$ cat src/core/qdl_pkg.sv
// shared constants of the quad code loader link and its two ends
package qdl_pkg;
  // command word layout
  localparam int unsigned WORD_W       = 11;
  localparam int unsigned CODE_W       = 8;
  localparam int unsigned NUM_CH       = 4;
  localparam int unsigned SEL_W        = 2;
  localparam int unsigned LEVEL_W      = 9;
  localparam int unsigned BITCNT_W     = 4;
  localparam int unsigned SEL_HI_POS   = 10;
  localparam int unsigned SEL_LO_POS   = 9;
  localparam int unsigned SPAN_POS     = 8;
  localparam int unsigned CODE_MSB_POS = 7;
  localparam int unsigned CODE_LSB_POS = 0;
  localparam logic [BITCNT_W-1:0] BITS_FULL = 4'hB;

  // reset values
  localparam logic [CODE_W-1:0] CODE_RESET = 8'h00;
  localparam logic              SPAN_RESET = 1'b0;
  localparam logic [WORD_W-1:0] WORD_RESET = 11'h000;

  // pin synchroniser depth, last stage kept for edge detection
  localparam int unsigned SYNC_DEPTH = 3;

  // host timing
  localparam int unsigned CLK_PERIOD_NS    = 25;
  localparam int unsigned LINK_HALF_NS     = 500;
  localparam int unsigned STROBE_PULSE_NS  = 250;
  localparam int unsigned LINK_HALF_CYC    = (LINK_HALF_NS + CLK_PERIOD_NS - 1) / CLK_PERIOD_NS;
  localparam int unsigned STROBE_PULSE_CYC = (STROBE_PULSE_NS + CLK_PERIOD_NS - 1) / CLK_PERIOD_NS;
  localparam int unsigned TIMER_W          = 5;
  localparam logic [TIMER_W-1:0] HALF_RELOAD  = TIMER_W'(LINK_HALF_CYC - 1);
  localparam logic [TIMER_W-1:0] PULSE_RELOAD = TIMER_W'(STROBE_PULSE_CYC - 1);
  localparam logic [TIMER_W-1:0] TIMER_ZERO   = 5'h00;

  // host register map, avalon word addresses
  localparam int unsigned AVS_ADDR_W     = 2;
  localparam int unsigned AVS_DATA_W     = 32;
  localparam logic [AVS_ADDR_W-1:0] REG_CMD    = 2'h0;
  localparam logic [AVS_ADDR_W-1:0] REG_CTRL   = 2'h1;
  localparam logic [AVS_ADDR_W-1:0] REG_STATUS = 2'h2;
  localparam int unsigned CTRL_HOLD_POS  = 0;
  localparam int unsigned CTRL_PULSE_POS = 1;
  localparam int unsigned STAT_BUSY_POS  = 0;
  localparam int unsigned STAT_PEND_POS  = 1;
  localparam int unsigned STAT_UPD_POS   = 2;
  localparam logic [AVS_DATA_W-1:0] RDATA_RESET = 32'h0000_0000;
endpackage : qdl_pkg

$ cat src/core/qdl_link_if.sv
// three-wire serial link plus update strobe between host and converter
`timescale 1ns/100ps
`default_nettype none
interface qdl_link_if;
  logic ser_clk;
  logic ser_data;
  logic load_n;
  logic output_update_strobe_n;

  modport dev
  (
    input ser_clk,
    input ser_data,
    input load_n,
    input output_update_strobe_n
  );

  modport host
  (
    output ser_clk,
    output ser_data,
    output load_n,
    output output_update_strobe_n
  );
endinterface : qdl_link_if
`default_nettype wire

$ cat src/core/qdl_host.sv
// host end: avalon slave registers driving the serial command link
`timescale 1ns/100ps
`default_nettype none
module qdl_host
  import qdl_pkg::*;
(
  input  wire logic                  clk_sys,
  input  wire logic                  sys_rst,
  qdl_link_if.host                   link,
  input  wire logic [AVS_ADDR_W-1:0] avs_address,
  input  wire logic                  avs_read,
  input  wire logic                  avs_write,
  input  wire logic [AVS_DATA_W-1:0] avs_writedata,
  output logic      [AVS_DATA_W-1:0] avs_readdata,
  output logic                       avs_waitrequest
);

  typedef enum logic [6:0] {
    HS_IDLE    = 7'h01,
    HS_CLK_HI  = 7'h02,
    HS_CLK_LO  = 7'h04,
    HS_LOAD    = 7'h08,
    HS_GAP     = 7'h10,
    HS_UPD_PRE = 7'h20,
    HS_UPD     = 7'h40
  } qdl_hstate_t;

  typedef struct packed {
    qdl_hstate_t           fsm;
    logic [TIMER_W-1:0]    timer;
    logic [BITCNT_W-1:0]   bits_left;
    logic [WORD_W-1:0]     word;
    logic [WORD_W-1:0]     last_word;
    logic                  pend;
    logic                  upd_req;
    logic                  hold;
    logic                  ser_clk;
    logic                  ser_data;
    logic                  load_n;
    logic                  upd_n;
    logic                  waitreq;
    logic [AVS_DATA_W-1:0] rdata;
  } qdl_host_state_t;

  localparam qdl_host_state_t ST_RESET = '{
    fsm:       HS_IDLE,
    timer:     TIMER_ZERO,
    bits_left: '0,
    word:      WORD_RESET,
    last_word: WORD_RESET,
    pend:      1'b0,
    upd_req:   1'b0,
    hold:      1'b0,
    ser_clk:   1'b1,
    ser_data:  1'b0,
    load_n:    1'b1,
    upd_n:     1'b0,
    waitreq:   1'b1,
    rdata:     RDATA_RESET
  };

  qdl_host_state_t st_reg;
  qdl_host_state_t st_next;

  logic busy;
  logic req;
  logic blocked;
  logic timer_done;

  assign busy       = st_reg.pend | st_reg.upd_req | (st_reg.fsm != HS_IDLE);
  assign req        = avs_read | avs_write;
  assign timer_done = (st_reg.timer == TIMER_ZERO);
  // a new command or update pulse waits until the link is quiet
  assign blocked    = avs_write & busy &
                      ((avs_address == REG_CMD) |
                       ((avs_address == REG_CTRL) & avs_writedata[CTRL_PULSE_POS]));

  always_comb
  begin
    st_next = st_reg;
    st_next.waitreq = 1'b1;
    if (!timer_done)
    begin
      st_next.timer = st_reg.timer - 5'h01;
    end

    // bus side: one wait cycle, then the answer at the edge wait is low
    if (req && st_reg.waitreq && !blocked)
    begin
      st_next.waitreq = 1'b0;
      st_next.rdata   = RDATA_RESET;
      case (avs_address)
        REG_CMD:    st_next.rdata[WORD_W-1:0]    = st_reg.last_word;
        REG_CTRL:   st_next.rdata[CTRL_HOLD_POS] = st_reg.hold;
        REG_STATUS:
        begin
          st_next.rdata[STAT_BUSY_POS] = busy;
          st_next.rdata[STAT_PEND_POS] = st_reg.pend;
          st_next.rdata[STAT_UPD_POS]  = st_reg.upd_req;
        end
        default:    st_next.rdata = RDATA_RESET;
      endcase
    end
    if (avs_write && !st_reg.waitreq)
    begin
      if (avs_address == REG_CMD)
      begin
        st_next.word      = avs_writedata[WORD_W-1:0];
        st_next.last_word = avs_writedata[WORD_W-1:0];
        st_next.pend      = 1'b1;
      end
      if (avs_address == REG_CTRL)
      begin
        st_next.hold = avs_writedata[CTRL_HOLD_POS];
        if (avs_writedata[CTRL_PULSE_POS])
        begin
          st_next.upd_req = 1'b1;
        end
      end
    end

    // link side
    case (st_reg.fsm)
      HS_IDLE:
      begin
        st_next.upd_n = st_next.hold;
        if (st_reg.pend)
        begin
          st_next.ser_data  = st_reg.word[WORD_W-1];
          st_next.bits_left = BITS_FULL - 4'h1;
          st_next.timer     = HALF_RELOAD;
          st_next.fsm       = HS_CLK_HI;
        end
        else if (st_reg.upd_req)
        begin
          st_next.upd_n = 1'b1;
          st_next.timer = HALF_RELOAD;
          st_next.fsm   = HS_UPD_PRE;
        end
      end
      HS_CLK_HI:
        if (timer_done)
        begin
          st_next.ser_clk = 1'b0;
          st_next.timer   = HALF_RELOAD;
          st_next.fsm     = HS_CLK_LO;
        end
      HS_CLK_LO:
        if (timer_done)
        begin
          st_next.ser_clk = 1'b1;
          st_next.timer   = HALF_RELOAD;
          if (st_reg.bits_left == '0)
          begin
            st_next.fsm = HS_LOAD;
          end
          else
          begin
            st_next.word      = {st_reg.word[WORD_W-2:0], 1'b0};
            st_next.ser_data  = st_reg.word[WORD_W-2];
            st_next.bits_left = st_reg.bits_left - 4'h1;
            st_next.fsm       = HS_CLK_HI;
          end
        end
      HS_LOAD:
        if (timer_done && st_reg.load_n)
        begin
          st_next.load_n = 1'b0;
          st_next.timer  = PULSE_RELOAD;
        end
        else if (timer_done)
        begin
          st_next.load_n = 1'b1;
          st_next.timer  = HALF_RELOAD;
          st_next.fsm    = HS_GAP;
        end
      HS_GAP:
        if (timer_done)
        begin
          st_next.pend = 1'b0;
          st_next.fsm  = HS_IDLE;
        end
      HS_UPD_PRE:
        if (timer_done)
        begin
          st_next.upd_n = 1'b0;
          st_next.timer = PULSE_RELOAD;
          st_next.fsm   = HS_UPD;
        end
      HS_UPD:
        if (timer_done)
        begin
          st_next.upd_n   = st_reg.hold;
          st_next.upd_req = 1'b0;
          st_next.timer   = HALF_RELOAD;
          st_next.fsm     = HS_GAP;
        end
      default:
        st_next.fsm = HS_IDLE;
    endcase
  end

  always_ff @(posedge clk_sys or posedge sys_rst)
  begin
    if (sys_rst)
    begin
      st_reg <= ST_RESET;
    end
    else
    begin
      st_reg <= st_next;
    end
  end

  assign link.ser_clk                = st_reg.ser_clk;
  assign link.ser_data               = st_reg.ser_data;
  assign link.load_n                 = st_reg.load_n;
  assign link.output_update_strobe_n = st_reg.upd_n;
  assign avs_readdata                = st_reg.rdata;
  assign avs_waitrequest             = st_reg.waitreq;

endmodule : qdl_host
`default_nettype wire

$ cat src/flat_wrapper.sv
// flat-port wrapper written by rule: the top's interface ports become plain ports
module qdl_host_flat import qdl_pkg::*;
  (clk_sys, sys_rst, avs_address, avs_read, avs_write, avs_writedata, avs_readdata, avs_waitrequest, link_ser_clk, link_ser_data, link_load_n, link_output_update_strobe_n);
  qdl_link_if link_i ();
  input  wire logic clk_sys;
  input  wire logic sys_rst;
  input  wire logic [AVS_ADDR_W-1:0] avs_address;
  input  wire logic avs_read;
  input  wire logic avs_write;
  input  wire logic [AVS_DATA_W-1:0] avs_writedata;
  output logic      [AVS_DATA_W-1:0] avs_readdata;
  output logic avs_waitrequest;
  output wire logic [$bits(link_i.ser_clk)-1:0] link_ser_clk;
  output wire logic [$bits(link_i.ser_data)-1:0] link_ser_data;
  output wire logic [$bits(link_i.load_n)-1:0] link_load_n;
  output wire logic [$bits(link_i.output_update_strobe_n)-1:0] link_output_update_strobe_n;
  assign link_ser_clk = link_i.ser_clk;
  assign link_ser_data = link_i.ser_data;
  assign link_load_n = link_i.load_n;
  assign link_output_update_strobe_n = link_i.output_update_strobe_n;
  qdl_host u_core (.clk_sys(clk_sys), .sys_rst(sys_rst), .link(link_i), .avs_address(avs_address), .avs_read(avs_read), .avs_write(avs_write), .avs_writedata(avs_writedata), .avs_readdata(avs_readdata), .avs_waitrequest(avs_waitrequest));
endmodule
$ cat config.mk
export PLATFORM = sky130hd
export DESIGN_NAME = qdl_host_flat
export DESIGN_NICKNAME = d
export VERILOG_FILES = /design/src/core/qdl_pkg.sv /design/src/core/qdl_link_if.sv /design/src/core/qdl_host.sv /design/src/flat_wrapper.sv
export SDC_FILE = /design/constraint.sdc
export NUM_CORES = 1
export LEC_CHECK = 0
export ABC_AREA = 1
export BUFFER_PORTS_ARGS = -buffer_cell sky130_fd_sc_hd__buf_2
export CORE_ASPECT_RATIO = 2
export CORE_MARGIN = 2
export CORE_UTILIZATION = 52
export CTS_CLUSTER_DIAMETER = 50
export CTS_CLUSTER_SIZE = 16
export DETAILED_ROUTE_END_ITERATION = 10
export GPL_TIMING_DRIVEN = 0
export HOLD_SLACK_MARGIN = 0.1
export PLACE_DENSITY = 0.87
export RECOVER_POWER = 25
export SLEW_MARGIN = 20
export SYNTH_ARGS = -nofsm -noshare
export SYNTH_HDL_FRONTEND = slang
export SYNTH_SLANG_ARGS = --single-unit
$ cat constraint.sdc
create_clock -name clk_sys -period 2.5 [get_ports clk_sys]
set_input_delay 0 -clock clk_sys [delete_from_list [all_inputs] [get_ports clk_sys]]
set_output_delay 0 -clock clk_sys [all_outputs]
set_load 0.01 [all_outputs]
# Word-level counts from Yosys, hierarchy flattened

Index checks and enable logic that the tools add are counted.

Register bits: 57
Bits in latches: 0
Bits in writable memories: 0
Bits in read-only memories: 0
Bits of input ports: 38
Output and inout port bits: 37
Logic and storage cells: 102
Memories: 0

Add/subtract/negate cells: 2
Multipliers: 0
Div/mod/pow operators: 0
$lt $le $gt $ge: 0
Eq/ne operators: 19
Shifts and indexed selects: 0
Mux-type cells: 41
Bitwise logic cells: 7
Reduce and logical (&&, ||, !) cells: 19

Operators by type and width:

| operator             | number |
|---|---|
| $mux W12             | 5 |
| $pmux W7 S7          | 1 |
| $mux W33             | 1 |
| $pmux W5 S6          | 1 |
| $mux W27             | 1 |
| $mux W25             | 1 |
| $mux W23             | 1 |
| $mux W15             | 1 |
| $mux W7              | 2 |
| $mux W1              | 13 |
| $ne A2 B1 Y1 const B | 6 |
| $mux W11             | 1 |
| $mux W5              | 2 |
| $mux W4              | 2 |
| $mux W8              | 1 |
| $pmux W4 S2          | 1 |
| $eq A7 B1 Y1 const B | 1 |
| $eq A7 B2 Y1 const B | 1 |
| $eq A7 B3 Y1 const B | 1 |
| $eq A7 B4 Y1 const B | 1 |
| $eq A7 B5 Y1 const B | 1 |
| $eq A7 B6 Y1 const B | 1 |
| $eq A7 B7 Y1 const B | 1 |
| $ne A7 B1 Y1 const B | 1 |
| other kinds (23)     | 40 |

# Longest topological paths before layout

Gate-level depths: netlist of run 1.

Depth after elaboration: 7
Depth in mapped cells: 10
Mapped depth without buffers: 10

# Worst setup path after synthesis of run 1

No wires, ideal clock.

Kind: register to register
Start point: reg u_core.st_reg[66] (netlist name)
End point: reg u_core.st_reg[74] (netlist name)
Library setup time: 117 ps
Arrival time: 1359 ps
Data required time: 2383 ps
Path slack: 1024 ps
Stages on the path, launching flop included: 11
Buffers on the path: 1
Clock period less this slack: 1476 ps
Path through: dfrtp_1 inv_1 ha_1 nand3_1 buf_2 nand2_1 inv_1 nor2_2 nand3_1 nand2_1 nand2_1

Cells in the longest elaborated chain, start to end: 4
Elaborated cells between the ends (all ways): 11
Classes of those cells: eq/ne (5); mux (3); reduce/logical (3)

RTL lines:

| what                                             | RTL line        | source |
|---|---|---|
| start, declared                                  | qdl_host.sv:62  | `qdl_host_state_t st_reg;` |
| start signal, assigned                           | qdl_host.sv:211 | `st_reg <= st_next;` |
| $logic_not A5 Y1 *                               | qdl_host.sv:72  | `assign timer_done = (st_reg.timer == TIMER_ZERO);` |
| $mux W12 or $logic_and A1 B1 Y1 (tied branches)  | --              |  |
| $mux W7 or $ne A2 B2 Y1 (tied branches)          | --              |  |
| $pmux W7 S7 or $reduce_and A6 Y1 (tied branches) | --              |  |

Mark *: on every way between the ends. The rest lies on a longest branch, timed or not. The select of a mux whose other input is x is not followed.
A chain may end at the register's enable or synchronous reset.

# Final worst setup path of run 1

Ends and elaborated chain as after synthesis.

==> results of run 1 <==
## layout make-up
cell class              count  area share (%)
plain buffers              43            7.61
clock buffers              12            5.95
clock inverters             3            1.57
inverters                  55            5.04
multi-input cells         281            35.5
flip-flops and latches     57            34.6
well taps                  86            2.60
repair buffers             46            7.19
## metal layers
layer	track usage [%]	routed length (um)
met1	25.5	2740
met2	37.4	3890
met3	5.27	282
met4	11.7	238
met5	0	0
## metrics by stage
step	total power [mW]	instance area, um2	setup slack, ns	hold WS (ns)
CTS	4.15	4150	0.805	0.108
global placement	2.75	3690	0.493	0.232
detailed placement	2.82	3700	0.802	0.161
global route	4.41	4140	0.640	0.139
finish	4.12	4140	0.801	0.112
floorplan	2.48	3430	1.02	0.135
## repair_timing
action	4_1_cts	5_1_grt
hold buffers	14	0
endpoints found under the hold margin	79	0
buffers inserted	0	0
## worst min-delay path, delay by kind of cell
family,cells,cell delay (ns)
buf+inv,1,0.07
simple gates,4,0.34
## worst paths after layout
kind / end / slack, ns / startpoint / depth (start not counted)
max: u_core.st_reg[74]$_DFFE_PP0P_ / 0.80 / u_core.st_reg[66]$_DFF_PP0_ / 10
min: u_core.avs_readdata[0]$_DFFE_PP0P_ / 0.11 / avs_read / 5
max reg2reg: u_core.st_reg[74]$_DFFE_PP0P_ / 0.80 / u_core.st_reg[66]$_DFF_PP0_ / 10
min reg2reg: u_core.st_reg[54]$_DFF_PP0_ / 0.48 / u_core.st_reg[53]$_DFF_PP0_ / 2
max in group asynchronous: u_core.st_reg[47]$_DFFE_PP0P_ / 1.24 / sys_rst / 3
min in group asynchronous: u_core.st_reg[66]$_DFF_PP0_ / 0.54 / sys_rst / 3
## report_power, final
group | internal (mW) | total [mW] | switching [mW]
Combinational | 0.558 | 1.45 | 0.893
Sequential | 1.21 | 1.39 | 0.171
Clock | 0.890 | 1.29 | 0.395
Total | 2.66 | 4.12 | 1.46
## kinds of logic (layout without fill, tap and decap cells)
group                    Yosys count  after routing
AO/OA/AOI/OAI                     73             73
XOR/XNOR                           3              3
adder cells (fa/ha/maj)            3              3
buffers and inverters             98            159
flip-flops                        57             57
other                              1             21
AND/OR/NAND/NOR                  181            181
## placed cells by master, fill, tap and decap left out, types with 9 or more instances in the layout
master	Yosys	final
sky130_fd_sc_hd__inv_1	34	33
sky130_fd_sc_hd__o21ai_2	16	16
sky130_fd_sc_hd__buf_4	32	32
sky130_fd_sc_hd__inv_2	19	20
sky130_fd_sc_hd__o21ai_1	13	13
sky130_fd_sc_hd__conb_1	1	21
sky130_fd_sc_hd__clkbuf_16	0	9
sky130_fd_sc_hd__nand2_2	13	13
sky130_fd_sc_hd__o21ai_0	32	32
sky130_fd_sc_hd__nand2_1	99	99
sky130_fd_sc_hd__nor2_1	17	17
sky130_fd_sc_hd__buf_2	3	33
sky130_fd_sc_hd__nand3_1	32	32
sky130_fd_sc_hd__dfrtp_1	53	53
sky130_fd_sc_hd__dlygate4sd3_1	0	14
==> qor.csv, run 1 <==
metric,value,unit
status,"complete, no violations",
fin_util,66.2,%
num_vias,2865,
fin_worst_skew,0.00831,ns
dp_hpwl,5250,um
fp-row-count,41,
pin_count,75,
synth-main-ff-cell,sky130_fd_sc_hd__dfrtp_1,
floorplan.die_area,7140,um2
synth-seq-area-share,42.7,%
final_layout_size_suffix_gt1_share,31.0,%
core_area,6260,um2
ff_latch_area,1430,um2
critical_path.max_stage_delay,0.36,ns
synth.cells.most_frequent,"sky130_fd_sc_hd__nand2_1 (99), sky130_fd_sc_hd__dfrtp_1 (53), sky130_fd_sc_hd__inv_1 (34)",
synth-edff-count,0,
detail_route.wirelength,7160,um
setup_viol,0,
critical-path-top-delay-family,simple AND/OR/NAND/NOR gates,
die_extent_in_y,118,um
yosysUniqueCellTypes,33,
fill_cells,529,
endpoint_kind,flop,
report.final.hold_viol_count,0,
synth.mux.area_fraction,0,%
max-slew-margin-rel,22.4,%
die-width,60.8,um
layoutNonFillerInstCount,583,
synthesis.area,3350,um2
grt_pass1_vias,2791,
final_nets,534,
crit_type,flop to flop,
grt_pass1_wl,12200,um
numClockSinks,57,
worst-slew-pin-transition,1.16,ns
worst-path-buf-inv,3,
cts.root.buffer_cell,sky130_fd_sc_hd__clkbuf_16,
area_occupied_by_multi_input_gates,1470,um2
grt_setup_unrepaired,false,
ant_nets,0,
post-route-min-period,1.70,ns
finalMaxSlewViolations,0,
clock_latency,0.33,ns
postSynthRegisterBits,57,
most_common_cell_in_the_netlist,sky130_fd_sc_hd__nand2_1,
cts_htree_levels,3,
fmax,589,MHz
overflow,0,
floorplan.initialDensity,53.5,%
hold_class,input port to flop,
power.ir.vdd_worst,0.665,mV
path_clk_slew,0.05,ns
crit_slowest_cell,sky130_fd_sc_hd__dfrtp_1,
post_drt_via_cell_ratio,4.91,
synth-async-reset-ratio,100,%
gp_congestion,0.858,
worst-path-max-fanout,10,
grt_antenna_before_repair,0,
grt_max_degree,58,
antennaDiodeCount,0,
crit_required,2.72,ns
post_synth_fa_ha_maj_area_fraction,1.12,%
largest_reg_flops,41,
crit_top_cell,sky130_fd_sc_hd__nand2_1,
max_buffers_root_to_sink,2,
max_cap_violations,0,
finalSetupTns,0,ns
synth_area_leader_cell,sky130_fd_sc_hd__dfrtp_1,
ys_warn_count,0,
placed_cells,554,
power.static_leakage,2.21,nW
cell_breakdown_of_the_critical_path,inv_1 -> ha_1 -> nand3_1 -> buf_2 -> nand2_1 -> inv_1 -> nor2_2 -> nand3_1 -> nand2_1 -> nand2_1,
clock_tree_from_tritoncts,done,
worstPathArrival,1.92,ns
syn_avg_cell_area,8.05,um2
post_cts_resize_count,0,
firstDrtPassIters,5,
flow.area_growth_from_synthesis,23.6,%
largest_family_of_logic_cells_by_synthesized_area,simple AND/OR/NAND/NOR gates,
grt.total_usage,22.5,%
wire_per_inst,12.3,um
synthSimpleGateAreaFrac,26.5,%
number_of_cts_inserted_buffers,9,
io_buffers,32,
timing.final.crit_share,68.0,%
synth.top_cell.area_share,39.6,%
power.density,995,nW/um2
element_type_at_the_critical_path_start,flop,
drc,0,
drt_iter0_markers,119,
synth_compound_area_share,13.1,%
syn-instance-count,416,
post_synth_xor_area_fraction,0.784,%
synth.top_cells.by_area,"sky130_fd_sc_hd__dfrtp_1 (40%), sky130_fd_sc_hd__nand2_1 (11%), sky130_fd_sc_hd__buf_4 (7.2%)",
(Power assumes the default switching activity.)
==> run 2, diff against run 1 <==
- CORE_UTILIZATION: 52 -> 49
- PLACE_DENSITY: 0.87 -> 0.86
- clock period: 2.5 -> 1.48 ns (I/O delays scaled with it)
==> run 2 against run 1 <==
The flow now finishes with violations (setup timing); core utilization grew 2.9 points; critical path type unchanged; maximum frequency grew 6.5%; clock-buffer cell count shrank 2; hold slack gained 0.015 ns; critical endpoint is now u_core.st_reg[70]$_DFF_PP0_.
==> qor.csv, run 2 (same netlist as run 1, synthesis figures left out) <==
metric,value,unit
element_type_at_the_critical_path_start,flop,
hold_class,input port to flop,
ant_nets,0,
logic_gate_share_of_total_power,39.9,%
finalMaxSlewViolations,0,
drc,0,
placed_cells,556,
setup_viol,33,
cts.root.buffer_cell,sky130_fd_sc_hd__clkbuf_16,
clock_tree_from_tritoncts,done,
cts_htree_levels,3,
fmax,627,MHz
timing.final.crit_share,108,%
grt_setup_unrepaired,true,
worstHoldStart,avs_address[0],
max_buffers_root_to_sink,2,
most_frequent_cells_in_the_layout,"sky130_fd_sc_hd__nand2_1 (84), sky130_fd_sc_hd__dfrtp_1 (52), sky130_fd_sc_hd__buf_4 (51), sky130_fd_sc_hd__buf_2 (31)",
max-slew-margin-rel,53.3,%
clockPowerShare,30.3,%
dp_hpwl,5170,um
antennaDiodeCount,0,
worst-path-max-fanout,4,
layoutNonFillerInstCount,608,
post-route-min-period,1.59,ns
final_layout_size_suffix_gt1_share,41.7,%
fin_util,69.0,%
worst-slew-pin-transition,0.701,ns
overflow,0,
path_clk_slew,0.06,ns
worstPathArrival,1.79,ns
floorplan.initialDensity,50.6,%
fill_cells,488,
floorplan.die_area,7560,um2
flow.area_growth_from_synthesis,36.4,%
r2r-end,u_core.st_reg[70]$_DFF_PP0_,
status,"complete, but fails checks",
power.share.switching,37.2,%
setup_slack,-0.115,ns
worst_setup_path_startpoint,u_core.st_reg[67]$_DFF_PP0_,
fin_worst_skew,0.00977,ns
power.ir.vdd_worst,1.27,mV
grt_pass1_wl,13200,um
die-width,62.5,um
grt_pass1_vias,2965,
endpoint_kind,flop,
max_cap_violations,0,
report.final.hold_viol_count,0,
share_seq_of_total_power,29.8,%
numClockSinks,57,
final_nets,556,
grt_antenna_before_repair,0,
number_of_cts_inserted_buffers,9,
grt_max_degree,58,
crit_required,1.67,ns
power.density,1750,nW/um2
reg2regPathDepth,7,
detail_route.wirelength,9060,um
netSwitchingPower,2.98,mW
post_drt_via_cell_ratio,5.28,
cellInternalPower,5.04,mW
core_area,6620,um2
num_vias,3213,
fp-row-count,42,
wire_per_inst,14.9,um
whs_path_depth,6,
pin_count,75,
worst_min_delay_path_endpoint,u_core.avs_readdata[0]$_DFFE_PP0P_,
largest_reg_flops,41,
r2r-start,u_core.st_reg[67]$_DFF_PP0_,
power.static_leakage,2.39,nW
io_buffers,32,
die_extent_in_y,121,um
r2r_slack,-0.11,ns
crit_type,flop to flop,
clock_latency,0.33,ns
failed_checks,setup timing,
gp_congestion,0.875,
drt_iter0_markers,206,
grt.total_usage,22.2,%
layout.cells.most_common,sky130_fd_sc_hd__nand2_1,
firstDrtPassIters,6,
-- run 2: timing repair --
action	in CTS	in global routing
setup buffers	12	9
setup endpoints to repair	40	39
hold buffers	13	0
pin swaps	6	10
cloned	0	2
resized for setup	12	57
hold endpoints to repair	77	0
-- run 2: power groups by stage --
stage,clock [mW],combinational [mW],sequential [mW]
global placement,0,2.30,2.32
CTS,2.44,2.70,2.34
floorplan,0,1.89,2.30
detailed placement,0,2.40,2.35
finish,2.43,3.20,2.39
global route,2.52,3.43,2.44
-- run 2: layout make-up --
type | count | area [um2] | share of cell area (%)
Timing Repair Buffer | 68 | 462 | 10.1
Multi-Input combinational cell | 281 | 1650 | 36.1
Inverter | 55 | 214 | 4.68
Buffer | 43 | 349 | 7.64
Clock buffer | 10 | 239 | 5.23
Sequential cell | 57 | 1430 | 31.3
Clock inverter | 6 | 115 | 2.52
Tap cell | 88 | 110 | 2.41
-- run 2: worst max path at each step --
stage / end / slack, ns / cells after the start
6_report: u_core.st_reg[70]$_DFF_PP0_ / -0.11 / 7
5_1_grt: u_core.st_reg[70]$_DFF_PP0_ / -0.16 / 7
4_1_cts: u_core.avs_readdata[2]$_DFFE_PP0P_ / -0.05 / 10
3_5_place_dp: u_core.st_reg[74]$_DFFE_PP0P_ / -0.19 / 10
3_3_place_gp: u_core.avs_readdata[7]$_DFFE_PP0P_ / -0.51 / 2
2_1_floorplan: u_core.st_reg[74]$_DFFE_PP0P_ / 0.004 / 10
-- run 2: worst max-delay path, cell delays in order, from the launching register on --
cell and delay (ns):
sky130_fd_sc_hd__dfrtp_1 0.39, sky130_fd_sc_hd__inv_2 0.09, sky130_fd_sc_hd__ha_4 0.17, sky130_fd_sc_hd__nand3_4 0.10, sky130_fd_sc_hd__nor2_1 0.22, sky130_fd_sc_hd__o21ai_0 0.15, sky130_fd_sc_hd__o21ai_0 0.21, sky130_fd_sc_hd__nand3_1 0.12
-- run 2: stage by stage --
step                      power [mW]  setup WS, ns  TNS (ns)  hold slack [ns]  instance area (um2)
after detailed placement        4.75        -0.188     -3.72            0.156                 3700
final                           8.02        -0.115     -1.47            0.127                 4570
after global placement          4.62        -0.512    -29.27            0.231                 3700
after floorplan                 4.19       0.00408         0            0.135                 3430
after CTS                       7.48       -0.0542    -0.566            0.117                 4320
after global routing            8.39        -0.162     -3.45            0.147                 4570
-- run 2: per-layer routing --
| layer | vias up | part of all wire (%) | track usage, % |
|---|---|---|---|
| met5 | - | 0 | 0 |
| met4 | 0 | 6.3 | 13.9 |
| met3 | 65 | 5.9 | 5.01 |
| met2 | 176 | 53 | 39.9 |
| met1 | 1501 | 35 | 23.0 |
| li1 | 1471 | - | - |
==> run 3, diff against run 2 <==
- HOLD_SLACK_MARGIN: 0.1 -> 0.12
- PLACE_DENSITY: 0.86 -> 0.76
- SETUP_SLACK_MARGIN: not set -> 0.1
==> run 3 against run 2 <==
The flow still finishes with violations (setup timing); power down 0.65%; sequential power about the same; clock skew down 0.0015 ns; non-clock buffer count up 10; via count down 4.5%; maximum frequency down 0.52%; routed wire length down 7.4%; clock-buffer cell count up 2; core utilization up 2.2 points; sequential share of layout area down 0.94 points; register-to-register slack about the same.
==> qor.csv, run 3 (same netlist as run 1, synthesis figures left out) <==
metric,value,unit
gp_congestion,0.912,
report.final.hold_viol_count,0,
power.ir.vdd_worst,0.963,mV
grt_pass1_wl,13600,um
core_area,6620,um2
layout.cells.most_common,sky130_fd_sc_hd__nand2_1,
finalMaxSlewViolations,0,
grt_pass1_vias,3114,
die-width,62.5,um
worst-path-buf-inv,2,
element_type_at_the_critical_path_start,flop,
worst-slew-pin-transition,1.13,ns
antennaDiodeCount,0,
num_vias,3068,
path_clk_slew,0.05,ns
grt_max_degree,35,
grt.total_usage,22.9,%
drt_iter0_markers,182,
largest_reg_flops,41,
clock_tree_from_tritoncts,done,
clock_latency,0.33,ns
pin_count,75,
ant_nets,0,
crit_required,1.73,ns
numClockSinks,57,
firstDrtPassIters,5,
failed_checks,setup timing,
flow.area_growth_from_synthesis,40.8,%
floorplan.initialDensity,50.6,%
post_drt_via_cell_ratio,4.96,
cts.root.buffer_cell,sky130_fd_sc_hd__clkbuf_16,
status,"complete, but fails checks",
fp-row-count,42,
hold_class,input port to flop,
drc,0,
fmax,624,MHz
critical_path.max_stage_delay,0.40,ns
grt_setup_unrepaired,true,
endpoint_kind,flop,
cts_htree_levels,3,
timing.final.crit_share,108,%
final_total_power,7.97,mW
preCtsSetupSlack,-0.0971,ns
final_nets,566,
wire_per_inst,13.6,um
dp_hpwl,5280,um
crit_type,flop to flop,
max-slew-margin-rel,24.1,%
grt_antenna_before_repair,0,
die_extent_in_y,121,um
cell_breakdown_of_the_critical_path,inv_2 -> ha_4 -> nand3_4 -> buf_2 -> nand2_1 -> nand2_1 -> nor2_2 -> nand3_1 -> nand2_1,
number_of_cts_inserted_buffers,9,
max_buffers_root_to_sink,2,
worstPathArrival,1.85,ns
post-route-min-period,1.60,ns
crit_slowest_cell,sky130_fd_sc_hd__dfrtp_1,
detail_route.wirelength,8390,um
crit_top_cell,sky130_fd_sc_hd__nand2_1,
fill_cells,481,
max_cap_violations,0,
io_buffers,32,
most_frequent_cells_in_the_layout,"sky130_fd_sc_hd__nand2_1 (86), sky130_fd_sc_hd__buf_4 (52), sky130_fd_sc_hd__dfrtp_1 (51), sky130_fd_sc_hd__buf_2 (34), sky130_fd_sc_hd__o21ai_0 (27)",
final_layout_size_suffix_gt1_share,44.5,%
worst-path-max-fanout,5,
fin_worst_skew,0.00826,ns
setup_slack,-0.123,ns
critical-path-top-delay-family,simple AND/OR/NAND/NOR gates,
setup_viol,31,
overflow,0,
floorplan.die_area,7560,um2
power.density,1690,nW/um2
power.static_leakage,2.44,nW
## run 3: cell count changes in the layout (fill, tap and decap cells not counted), sizes merged
cell	before	now
dlygate4sd3	13	15
buf	90	102
clkinvlp	1	3
inv	54	53
bufinv	3	2
clkbuf	18	16
clkinv	3	1
## run 3: routing by layer
| layer | GRT usage, % | wire [um] | up-vias |
|---|---|---|---|
| li1 | - | - | 1493 |
| met1 | 23.6 | 3020 | 1403 |
| met2 | 41.6 | 4520 | 139 |
| met3 | 4.92 | 486 | 33 |
| met4 | 14.0 | 357 | 0 |
| met5 | 0 | 0 | - |
## run 3: layout make-up
cell class                 instances  area, um2  area share [%]
multi-input combinational        281       1680            35.7
sequential                        57       1430            30.4
timing repair buffer              78        584            12.4
buffer                            43        354            7.51
clock buffer                      12        256            5.44
inverter                          55        220            4.67
tap                               88        110            2.33
clock inverter                     4       75.1            1.59
## run 3: worst paths after layout
kind,depth (start not counted),endpoint,startpoint,slack (ns)
min in group asynchronous,3,u_core.st_reg[58]$_DFF_PP0_,sys_rst,0.43
max in group asynchronous,4,u_core.avs_waitrequest$_DFF_PP1_,sys_rst,0.32
worst max-delay path,9,u_core.st_reg[75]$_DFFE_PP0P_,u_core.st_reg[67]$_DFF_PP0_,-0.12
worst min-delay path,5,u_core.avs_readdata[2]$_DFFE_PP0P_,avs_read,0.12
worst min register to register,2,u_core.avs_readdata[1]$_DFFE_PP0P_,u_core.avs_readdata[1]$_DFFE_PP0P_,0.47
worst max register to register,9,u_core.st_reg[75]$_DFFE_PP0P_,u_core.st_reg[67]$_DFF_PP0_,-0.12
## run 3: report_power, final
| part | internal, mW | total (mW) | switching (mW) |
|---|---|---|---|
| logic | 1.42 | 3.31 | 1.89 |
| clock network | 1.56 | 2.28 | 0.718 |
| registers | 2.05 | 2.37 | 0.324 |
## run 3: timing repair
action | in CTS | in global routing
endpoints found under the setup margin | 39 | 51
pin swaps | 12 | 7
cloned | 2 | 0
gates resized for setup | 52 | 30
hold endpoints to repair | 83 | 0
setup buffers | 20 | 9
hold buffers | 15 | 0
## run 3: metrics by stage
stage,TNS [ns],hold slack (ns),cell area [um2],utilization [%],cells
finish,-1.01,0.123,4720,71.2,618
global route,-3.14,0.175,4720,71.2,618
CTS,-0.0292,0.120,4570,69.0,610
detailed placement,-1.15,0.0766,3770,56.9,557
global placement,-0.840,0.233,3750,56.6,556
floorplan,0,0.0854,3480,-,436
## run 3: worst register-to-register path, cell delays in order (launching register included)
cell and delay, ns:
sky130_fd_sc_hd__dfrtp_1 0.40, sky130_fd_sc_hd__inv_2 0.08, sky130_fd_sc_hd__ha_4 0.15, sky130_fd_sc_hd__nand3_4 0.13, sky130_fd_sc_hd__buf_2 0.19, sky130_fd_sc_hd__nand2_1 0.11
sky130_fd_sc_hd__nand2_1 0.09, sky130_fd_sc_hd__nor2_2 0.15, sky130_fd_sc_hd__nand3_1 0.10, sky130_fd_sc_hd__nand2_1 0.12
